===== src/input_capture_pkg.sv =====
// constants shared by the input capture channel
package input_capture_pkg;
  localparam int          TIMER_W       = 16;
  localparam int          FIFO_DEPTH    = 8;
  localparam int          MODE_W        = 3;
  localparam int          ICI_W         = 2;
  localparam int          PRE_W         = 4;
  localparam logic [2:0]  MODE_OFF      = 3'h0;
  localparam logic [2:0]  MODE_EDGE     = 3'h1;
  localparam logic [2:0]  MODE_FALL     = 3'h2;
  localparam logic [2:0]  MODE_RISE     = 3'h3;
  localparam logic [2:0]  MODE_PRE4     = 3'h4;
  localparam logic [2:0]  MODE_PRE16    = 3'h5;
  localparam logic [2:0]  MODE_EVERY    = 3'h6;
  localparam logic [2:0]  MODE_INT_ONLY = 3'h7;
  localparam logic [3:0]  PRE4_LAST     = 4'h3;
  localparam logic [3:0]  PRE16_LAST    = 4'hF;
  localparam logic [1:0]  PRE4_MASK     = 2'h3;
  localparam logic [3:0]  PRE_ZERO      = 4'h0;
  localparam logic [3:0]  PRE_ONE       = 4'h1;
  localparam logic [1:0]  CNT_ZERO      = 2'h0;
  localparam logic [1:0]  CNT_ONE       = 2'h1;
endpackage : input_capture_pkg


===== src/capture_fifo_if.sv =====
// push and pop handshake between the capture logic and its result fifo
`timescale 1ns/1ps
interface capture_fifo_if #(parameter int WIDTH = 16);
  logic             push_valid;
  logic             push_ready;
  logic [WIDTH-1:0] push_data;
  logic             pop_valid;
  logic             pop_ready;
  logic [WIDTH-1:0] pop_data;
  modport producer (output push_valid, push_data, input push_ready,
                    input pop_valid, pop_data, output pop_ready);
  modport store (input push_valid, push_data, output push_ready,
                 output pop_valid, pop_data, input pop_ready);
endinterface : capture_fifo_if


===== src/input_capture_modes.sv =====
// input capture channel: prescaled, edge detect and interrupt-only modes
// Summary of operation
// RULE1: mode 100 captures every fourth rising edge, mode 101 every sixteenth.
// RULE2: stored count is the timer two to three clocks after the pin edge.
// RULE3: software should disable the module before choosing a prescaled mode.
// RULE4: changing into a prescaled mode keeps the edge prescaler count.
// RULE5: mode 001 stores a count on every rising and falling edge.
// RULE6: edge mode bypasses the prescaler and never touches the overflow flag.
// RULE7: edge mode ignores the interrupt count and interrupts on each capture.
// RULE8: mode 111 in sleep or idle interrupts on every rising edge.
// RULE9: interrupt-only mode stores nothing and leaves the fifo untouched.
// RULE10: interrupt-only wake interrupt drops when sleep or idle ends.
// RULE11: interrupt-only mode ignores the timebase select.
// RULE12: interrupt-only wakes on the first rising edge, no count, no prescaler.
// RULE13: other capture modes interrupt after one to four stored captures.
// RULE14: buffer not empty flag is high while an unread capture remains.
// RULE15: timebase select 0 picks the second timer, 1 the first.
// RULE16: prescaler counts synchronized rising edges, clears while disabled.
// RULE17: the pin passes a two-stage synchronizer before edge detection.
`timescale 1ns/1ps
module input_capture_modes #(
  parameter int TIMER_W = input_capture_pkg::TIMER_W,
  parameter int DEPTH   = input_capture_pkg::FIFO_DEPTH
) (
  input  wire logic                                    i_mclk,
  input  wire logic                                    i_resetn,
  input  wire logic                                    i_cap_pin,
  input  wire logic                                    i_module_enable,
  input  wire logic [input_capture_pkg::MODE_W-1:0]    i_capture_mode_select,
  input  wire logic [input_capture_pkg::ICI_W-1:0]     i_interrupt_count_select,
  input  wire logic                                    i_timebase_select,
  input  wire logic                                    i_first_edge_rising,
  input  wire logic                                    i_low_power,
  input  wire logic [TIMER_W-1:0]                      i_timer_first,
  input  wire logic [TIMER_W-1:0]                      i_timer_second,
  input  wire logic                                    i_fifo_read,
  output logic      [TIMER_W-1:0]                      o_capture_data,
  output logic                                         o_buffer_not_empty_flag,
  output logic                                         o_capture_overflow_flag,
  output logic                                         o_capture_irq,
  output logic                                         o_wake_irq
);
  import input_capture_pkg::*;

  capture_fifo_if #(.WIDTH(TIMER_W)) fifo_bus ();

  logic                 pin_s1_reg;
  logic                 pin_s2_reg;
  logic                 pin_prev_reg;
  logic [PRE_W-1:0]     pre_cnt_reg;
  logic [ICI_W-1:0]     cap_cnt_reg;
  logic                 ov_reg;
  logic                 irq_reg;
  logic                 wake_reg;
  logic                 every_started_reg;

  // synchronizer, first stage read only by the second
  always_ff @(posedge i_mclk) begin
    if (!i_resetn) begin
      pin_s1_reg   <= 1'b0;
      pin_s2_reg   <= 1'b0;
      pin_prev_reg <= 1'b0;
    end else begin
      pin_s1_reg   <= i_cap_pin;   // [RULE17]
      pin_s2_reg   <= pin_s1_reg;
      pin_prev_reg <= pin_s2_reg;
    end
  end

  wire en         = i_module_enable;
  wire [2:0] mode = i_capture_mode_select;
  wire rise       = pin_s2_reg && !pin_prev_reg;   // [RULE17]
  wire fall       = !pin_s2_reg && pin_prev_reg;
  wire any_edge   = rise || fall;
  wire pre_hit4   = (pre_cnt_reg[1:0] == PRE4_MASK);
  wire pre_hit16  = (pre_cnt_reg == PRE16_LAST);
  wire first_ok   = i_first_edge_rising ? rise : fall;
  wire every_hit  = every_started_reg ? any_edge : first_ok;

  // capture decision per mode
  wire cap_edge   = (mode == MODE_EDGE) && any_edge;                 // [RULE5] [RULE6]
  wire cap_pre4   = (mode == MODE_PRE4) && rise && pre_hit4;         // [RULE1]
  wire cap_pre16  = (mode == MODE_PRE16) && rise && pre_hit16;       // [RULE1]
  wire cap_simple = ((mode == MODE_RISE) && rise) || ((mode == MODE_FALL) && fall)
                    || ((mode == MODE_EVERY) && every_hit);
  wire capture    = en && (cap_edge || cap_pre4 || cap_pre16 || cap_simple);  // [RULE9]
  wire [TIMER_W-1:0] timer_sel = i_timebase_select ? i_timer_first
                                                   : i_timer_second;  // [RULE15]

  // timer sampled in the cycle the synchronized edge is seen
  assign fifo_bus.push_valid = capture;                              // [RULE2]
  assign fifo_bus.push_data  = timer_sel;
  assign fifo_bus.pop_ready  = i_fifo_read;
  wire push_fire  = capture && fifo_bus.push_ready;
  wire lost       = capture && !fifo_bus.push_ready && (mode != MODE_EDGE);  // [RULE6]
  wire cnt_done   = (cap_cnt_reg == i_interrupt_count_select);
  wire irq_next   = push_fire && ((mode == MODE_EDGE) || cnt_done);  // [RULE7] [RULE13]

  capture_fifo #(
    .WIDTH(TIMER_W),
    .DEPTH(DEPTH)
  ) u_fifo (
    .i_mclk   (i_mclk),
    .i_resetn (i_resetn),
    .i_flush  (!en),
    .fifo     (fifo_bus)
  );

  // prescaler counts rising edges in every enabled mode; no reset on mode change
  always_ff @(posedge i_mclk) begin
    if (!i_resetn || !en) begin
      pre_cnt_reg <= PRE_ZERO;                                       // [RULE16]
    end else if (rise) begin
      pre_cnt_reg <= pre_cnt_reg + PRE_ONE;                          // [RULE4] [RULE16]
    end
  end

  // capture counter for interrupt grouping
  always_ff @(posedge i_mclk) begin
    if (!i_resetn || !en) begin
      cap_cnt_reg <= CNT_ZERO;
    end else if (push_fire && mode != MODE_EDGE) begin
      cap_cnt_reg <= cnt_done ? CNT_ZERO : cap_cnt_reg + CNT_ONE;    // [RULE13]
    end
  end

  always_ff @(posedge i_mclk) begin
    if (!i_resetn || !en || mode != MODE_EVERY) begin
      every_started_reg <= 1'b0;
    end else if (first_ok) begin
      every_started_reg <= 1'b1;
    end
  end

  // overflow: set wins over the disable clear
  always_ff @(posedge i_mclk) begin
    if (!i_resetn) begin
      ov_reg <= 1'b0;
    end else if (lost) begin
      ov_reg <= 1'b1;                                                // [RULE6]
    end else if (!en) begin
      ov_reg <= 1'b0;
    end
  end

  always_ff @(posedge i_mclk) begin
    if (!i_resetn) begin
      irq_reg <= 1'b0;
    end else begin
      irq_reg <= irq_next;
    end
  end

  // wake interrupt level: timebase and count select play no part
  wire wake_set = en && (mode == MODE_INT_ONLY) && i_low_power && rise;  // [RULE8] [RULE11] [RULE12]
  always_ff @(posedge i_mclk) begin
    if (!i_resetn) begin
      wake_reg <= 1'b0;
    end else if (wake_set) begin
      wake_reg <= 1'b1;
    end else if (!i_low_power || !en || mode != MODE_INT_ONLY) begin
      wake_reg <= 1'b0;                                              // [RULE10]
    end
  end

  assign o_capture_data          = fifo_bus.pop_data;
  assign o_buffer_not_empty_flag = fifo_bus.pop_valid;               // [RULE14]
  assign o_capture_overflow_flag = ov_reg;
  assign o_capture_irq           = irq_reg;
  assign o_wake_irq              = wake_reg;
endmodule : input_capture_modes


===== src/capture_fifo.sv =====
// capture result fifo with valid/ready on both sides
`timescale 1ns/1ps
module capture_fifo #(
  parameter int WIDTH = 16,
  parameter int DEPTH = 8
) (
  input  wire logic           i_mclk,
  input  wire logic           i_resetn,
  input  wire logic           i_flush,
  capture_fifo_if.store       fifo
);
  localparam int AW = $clog2(DEPTH);
  logic [WIDTH-1:0] mem [DEPTH];
  logic [AW-1:0]    wr_reg;
  logic [AW-1:0]    rd_reg;
  logic [AW:0]      cnt_reg;
  wire              push_fire = fifo.push_valid && fifo.push_ready;
  wire              pop_fire  = fifo.pop_valid && fifo.pop_ready;

  assign fifo.push_ready = (cnt_reg != (AW+1)'(DEPTH));
  assign fifo.pop_valid  = (cnt_reg != '0);
  assign fifo.pop_data   = mem[rd_reg];

  always_ff @(posedge i_mclk) begin
    if (push_fire) begin
      mem[wr_reg] <= fifo.push_data;
    end
  end

  always_ff @(posedge i_mclk) begin
    if (!i_resetn || i_flush) begin
      wr_reg  <= '0;
      rd_reg  <= '0;
      cnt_reg <= '0;
    end else begin
      if (push_fire) begin
        wr_reg <= (wr_reg == AW'(DEPTH-1)) ? '0 : wr_reg + 1'b1;
      end
      if (pop_fire) begin
        rd_reg <= (rd_reg == AW'(DEPTH-1)) ? '0 : rd_reg + 1'b1;
      end
      cnt_reg <= cnt_reg + (AW+1)'(push_fire) - (AW+1)'(pop_fire);
    end
  end
endmodule : capture_fifo


===== config.mk =====
export PLATFORM = sky130hd
export DESIGN_NAME = input_capture_modes
export DESIGN_NICKNAME = d
export VERILOG_FILES = /design/src/input_capture_pkg.sv /design/src/capture_fifo_if.sv /design/src/input_capture_modes.sv /design/src/capture_fifo.sv
export SDC_FILE = /design/constraint.sdc
export NUM_CORES = 1
export LEC_CHECK = 0
export ABC_AREA = 1
export ABC_CLOCK_PERIOD_IN_PS = 3200
export BUFFER_PORTS_ARGS = -buffer_cell sky130_fd_sc_hd__buf_2
export CORE_MARGIN = 2
export CORE_UTILIZATION = 55
export CTS_CLUSTER_SIZE = 20
export DETAILED_ROUTE_END_ITERATION = 12
export PLACE_DENSITY = 0.72
export SLEW_MARGIN = 20
export SYNTH_ARGS = -nofsm -noshare
export SYNTH_HDL_FRONTEND = slang
export SYNTH_SLANG_ARGS = --single-unit

===== constraint.sdc =====
create_clock -name i_mclk -period 3.2 [get_ports i_mclk]
set_input_delay 0.32 -clock i_mclk [delete_from_list [all_inputs] [get_ports i_mclk]]
set_output_delay 0.32 -clock i_mclk [all_outputs]
set_load 0.02 [all_outputs]

### Word-level counts from Yosys, hierarchy flattened

Memory sizes are Yosys's and may differ from the RTL's. A register that Yosys moved wholly into a read port is not among the register bits.
Index checks and enable logic that the tools add are counted.

| word-level totals | value |
|---|---|
| input bits | 45 |
| memory bits (writable) | 128 |
| flip-flop bits (word level) | 23 |
| memories | 1 |

Memories:

| memory | words | bits a word | read ports | clocked after Yosys merged registers in | write ports | line | text |
|---|---|---|---|---|---|---|---|
| u_fifo.mem | 8 | 16 | 1 | 1 | 1 | capture_fifo.sv:13 | `logic [WIDTH-1:0] mem [DEPTH];` |

| operators by class | value |
|---|---|
| mux-type cells | 14 |
| $add $sub $neg | 6 |
| reductions and logical operators | 39 |
| equal/unequal tests | 17 |

Operators with widths:

| cell | number |
|---|---|
| 1-bit logical AND | 20 |
| 3-bit == test, second input constant | 6 |
| 16-bit 2-to-1 mux | 1 |
| 3-bit 2-to-1 mux | 4 |
| 1-bit logical OR | 11 |
| 1-bit 2-to-1 mux | 8 |
| 3-bit by 1-bit adder with 3-bit output, second input constant | 2 |
| 3-bit by 2-bit == test with 1-bit output, second input constant | 2 |
| 1-bit logical NOT | 6 |
| 3-bit inequality test, second input constant | 2 |
| 4-bit by 1-bit adder with 4-bit output | 1 |
| 4-bit by 1-bit adder with 4-bit output, second input constant | 1 |
| 4-bit == test, second input constant | 1 |
| 4-bit inequality test, second input constant | 1 |
| 4-bit nonzero test | 1 |
| 4-bit by 1-bit subtractor with 4-bit output | 1 |
| 3-bit by 1-bit == test with 1-bit output, second input constant | 1 |
| 3-bit by 1-bit inequality test with 1-bit output, second input constant | 1 |
| 2-bit by 1-bit adder with 2-bit output, second input constant | 1 |
| 2-bit == test | 1 |
| 2-bit == test, second input constant | 1 |
| 2-bit 2-to-1 mux | 1 |
| 2-bit by 1-bit inequality test with 1-bit output, second input constant | 1 |
| 2-bit nonzero test | 1 |

### Depth between registers and ports, before layout

| depth | value |
|---|---|
| depth after elaboration | 11 |
| mapped depth | 15 |
| gate-level depth less buffers | 15 |

### By module

Synthesis repeated with hierarchy kept, for this count alone.

| unflattened totals | value |
|---|---|
| cell total of the unflattened synthesis | 767 |
| area total of the unflattened synthesis | 7230.7 um^2 |

Modules (own cells, without submodules):

| module | area an instance (um^2) | instances | cells each | sequential area each (um^2) |
|---|---|---|---|---|
| capture_fifo | 6327.3 | 1 | 651 | 4103.9 |
| input_capture_modes | 903.4 | 1 | 116 | 260.2 |

### Worst setup path after synthesis

OpenSTA, ideal clock, no wires.

| timing | value |
|---|---|
| path type | flip-flop to flip-flop |
| from | register pin_s2_reg |
| to | memory u_fifo.mem[1][0], enable pin |
| setup time | 0.388 ns |
| stages on the path, launching flop included | 12 |
| required time | 2.812 ns |
| clock period less this slack | 2.414 ns |
| slack | 0.786 ns |
| arrival | 2.025 ns |
| path buffers | 0 |
| cells stage by stage | dfxtp_1 > inv_1 > ha_1 > nand2_1 > nand4_1 > nor2_1 > nor2_1 > nand2_2 > nand3_4 > inv_2 > nand2_1 > nor2_1 |

| between the ends | value |
|---|---|
| word-level cells in the longest chain between the ends | 11 |
| elaborated cells between the ends (all ways) | 23 |
| classes of those cells | mux: 4; reduce/logical: 19 |

Ends and longest elaborated chain:

| what | line | text |
|---|---|---|
| start, declared | input_capture_modes.sv:48 | `logic pin_s2_reg;` |
| start signal, assigned | input_capture_modes.sv:65 | `pin_s2_reg <= pin_s1_reg;` |
| 1-bit logical NOT | input_capture_modes.sv:73 | `wire fall = !pin_s2_reg && pin_prev_reg;` |
| 1-bit logical AND | input_capture_modes.sv:73 |  |
| 1-bit 2-to-1 mux or 1-bit logical OR (tied branches) | input_capture_modes.sv:77, input_capture_modes.sv:74 |  |
| 1-bit 2-to-1 mux or 1-bit logical AND (tied branches) | input_capture_modes.sv:78, input_capture_modes.sv:81 |  |
| 1-bit logical AND or 1-bit logical OR (tied branches) | input_capture_modes.sv:85, input_capture_modes.sv:86 |  |
| 1-bit logical OR, on equally long branches | input_capture_modes.sv:85, input_capture_modes.sv:86 |  |
| 1-bit logical OR * | input_capture_modes.sv:86 | `wire capture = en && (cap_edge \|\| cap_pre4 \|\| cap_pre16 \|\| cap_simple);` |
| 1-bit logical AND * | input_capture_modes.sv:86 |  |
| 1-bit logical AND * | n/a |  |
| via push_fire | input_capture_modes.sv:94 | `wire push_fire = capture && fifo_bus.push_ready;` |
| 1-bit 2-to-1 mux * | capture_fifo.sv:25 | `if (push_fire) begin` |
| 1-bit 2-to-1 mux (implied by the code) * | capture_fifo.sv:26 | `mem[wr_reg] <= fifo.push_data;` |
| end, declared | capture_fifo.sv:13 |  |

The timed path passes the listed nets; every way through them passes the cells marked *.

==> out/metrics.cfg <==
[floorplanning]
io_pins=65
start_util=0.5638
fp.dieW_um=112.4
die-area_sq_mm=0.01264
die_h_um=112.4
core_area_sq_mm=0.01147
rows=39

[yosys]
synth_cells=563
synth_top_cells_by_area=edfxtp_1 59%, nor2_1 8.4%, dfxtp_1 8.1%
syn_avg_cell_area_sq_um=11.48
synth_top_area_frac=0.5945
ys_seq_area_frac=0.6751
yosys.cell_types.count=31
synth_seq_cells=154
syn_area_sq_mm=0.006465
synth_fp_nets=624
synth_warnings=0
synth_largest_area_cell=edfxtp_1

[cts]
htreeDepth=4
cts_resized=0
cts_setup_buffers=0
clock-root-buffer=clkbuf_16
clkSinkCount=154
cts-buffers-inserted=17
cts.clk_slew.worst_paths_ns=0.06
cts_tree=done
cts.hold.buffers_added=0
clock_latency_ns=0.42
clockBufferDepth=2

[status]
status=finished, final reports clean

[power_and_ir_drop]
fin_total_pwr_uw=4838
share_comb_of_total_power=0.131
internal-power_uw=3650
p_switching_uw=1188
power.density_mw_per_mm2=640.9
seqPwrFrac=0.460
power_leakage_uw=0.002824
p_clk_frac=0.409
ir_worst_vdd_v=0.0004901
sw_frac_of_total=0.2456

[detailed_routing]
wl_per_cell_um=16.32
viasPerCell=5.548
drc_errors=0
drt_iter0_drc=290
first_pass_iters=5
num_vias=4383
routed_wirelength_um=12890
drtAntennaViolNets=0

[critical_path]
path_buf_inv=2
crit_type=flip-flop to output port
crit_path_max_incr_delay_ns=0.64
arrival_ns=2.27
cp_max_fo=20
critical_path.startpoint_type=flip-flop
cp_top_family=flip-flops
crit_slowest_cell=dfxtp_1
path_cells=buf_4 -> o21ai_0 -> o22ai_1 -> nor2_1 -> a31oi_1 -> buf_2
critPathCaptureType=output port
worst_ep_required_time_ns=2.88

[global_routing]
grt_usage=0.2185
antenna_found_initial=0
grt_max_degree=65
grt_pass1_vias=4331
grt_pass1_wl_um=21110
grt_util_met2=0.3534
grt_overflow=0
met3_usage=0.05184
grt_use_met1=0.2797
grt_busiest_layer=met2

[timing]
hold_violations=0
slew_viol_final=0
setup_viol=0
period_minus_slack_ns=2.589
setup_tns_ns=0
finalClockSkew_ns=0.008671
relSlewSlack=0.5578
fmax_ghz=0.3863
tightest_slew_ns=0.6626
period_share=0.8089
rsz0062_at_grt=no

[placement]
place_congestion=0.8045
io_buffers=64
dp_hpwl_um=7855

[min_path]
hold_class=input port to flip-flop

[finish]
nNetsFinal=695
largest_reg_flops=128
antenna_cells=0
synthToLayoutAreaGrowth_pct=16.76
drive_above_1_share=0.2102

[flow_run]
maxCapViolations=0

cell usage after synthesis (all sizes together):
cell	instances
clkbuf	17
ha	15
xnor2	3
nor2	149
o211a	1
nand4	8
o21ai	73
a21o	1
a31oi	16
inv	31
fa	1
nor3	3
buf	10
nand3b	2
or2	1
a21oi	8
o22ai	16
edfxtp	128
nand2	32
mux2	16
dfxtp	26
nand3	5
and3	1
worst register-to-register path, cell delays in order, from the launching register on:
cell and delay, ns:
dfxtp_1 0.38, inv_1 0.10, ha_1 0.32, nand2_1 0.08, nand4_1 0.07, nor2_1 0.09
nor2_1 0.05, nand2_2 0.11, nand3_4 0.12, or2_4 0.29, nor2_2 0.08, buf_4 0.28
per-stage QoR:
step                area [sq um]  setup WS [ns]  utilization  hold WS [ns]  std cells
detailed placement          6963         0.9261       0.6072        0.4201        758
floorplan                   6465         0.7864            -        0.3900        563
global route                7548         0.3605       0.6583       0.09513        790
global placement            6963          1.008       0.6072        0.4084        758
CTS                         7548         0.6212       0.6583       0.07601        790
finish                      7548         0.6115       0.6583       0.09381        790
per-layer routing:
metal,wire (um),share of wire
met5,0,0
met3,683,0.053
met2,6375,0.49
met4,272,0.021
met1,5563,0.43
power groups by stage:
| stage | registers [uW] | clock network [uW] | logic (uW) |
|---|---|---|---|
| global route | 2230 | 2090 | 716 |
| detailed placement | 2270 | 0 | 632 |
| CTS | 2230 | 2010 | 637 |
| finish | 2230 | 1980 | 633 |
| global placement | 2270 | 0 | 610 |
| floorplan | 2260 | 0 | 451 |
cells in the final DEF (no fill, tap or decap):
master	count
dfxtp_2	1
nand2_2	1
xnor2_1	3
nor2_2	4
dfxtp_1	25
nor3_1	3
o22ai_1	16
nor2_1	144
nand3_1	4
ha_1	15
clkinvlp_4	1
nand4_1	8
mux2_2	16
inv_1	28
a21oi_1	8
o211a_1	1
clkbuf_16	17
inv_2	3
edfxtp_1	128
bufinv_16	3
fa_1	1
a31oi_1	16
a21o_1	1
nand3_4	1
nor2_4	1
buf_2	64
and3_1	1
nand2_1	31
nand3b_1	2
clkbuf_1	3
clkinv_4	2
or2_4	1
o21ai_1	2
buf_4	15
inv_6	1
clkinv_2	5
o21ai_0	71
final timing paths:
kind	from	to	slack, ns	depth (start not counted)
setup reg to reg	pin_s2_reg$_SDFF_PN0_	u_fifo.mem[2][10]$_DFFE_PP_	0.90	11
hold / removal	i_cap_pin	pin_s1_reg$_SDFF_PN0_	0.09	3
hold reg to reg	pin_s1_reg$_SDFF_PN0_	pin_s2_reg$_SDFF_PN0_	0.43	2
setup / recovery	flip-flop	o_capture_data[14]	0.61	6
cells by family after synthesis:
| family | Yosys count | share of synthesized area |
|---|---|---|
| AND/OR/NAND/NOR | 201 | 0.1287 |
| flip-flops | 154 | 0.6751 |
| AO/OA/AOI/OAI | 115 | 0.09638 |
| buffers and inverters | 58 | 0.03580 |
| multiplexers | 16 | 0.02787 |
| adder cells (fa/ha/maj) | 16 | 0.03213 |
| XOR/XNOR | 3 | 0.004065 |
area by class of cell:
type / instances / area [sq um]
fill: 842 / 3919
clock inverter: 12 / 148.9
sequential: 154 / 4365
multi-input combinational: 351 / 1869
inverter: 31 / 116.4
tap: 143 / 178.9
clock buffer: 20 / 436.7
timing repair buffer: 79 / 432.9
(Power assumes the default switching activity.)
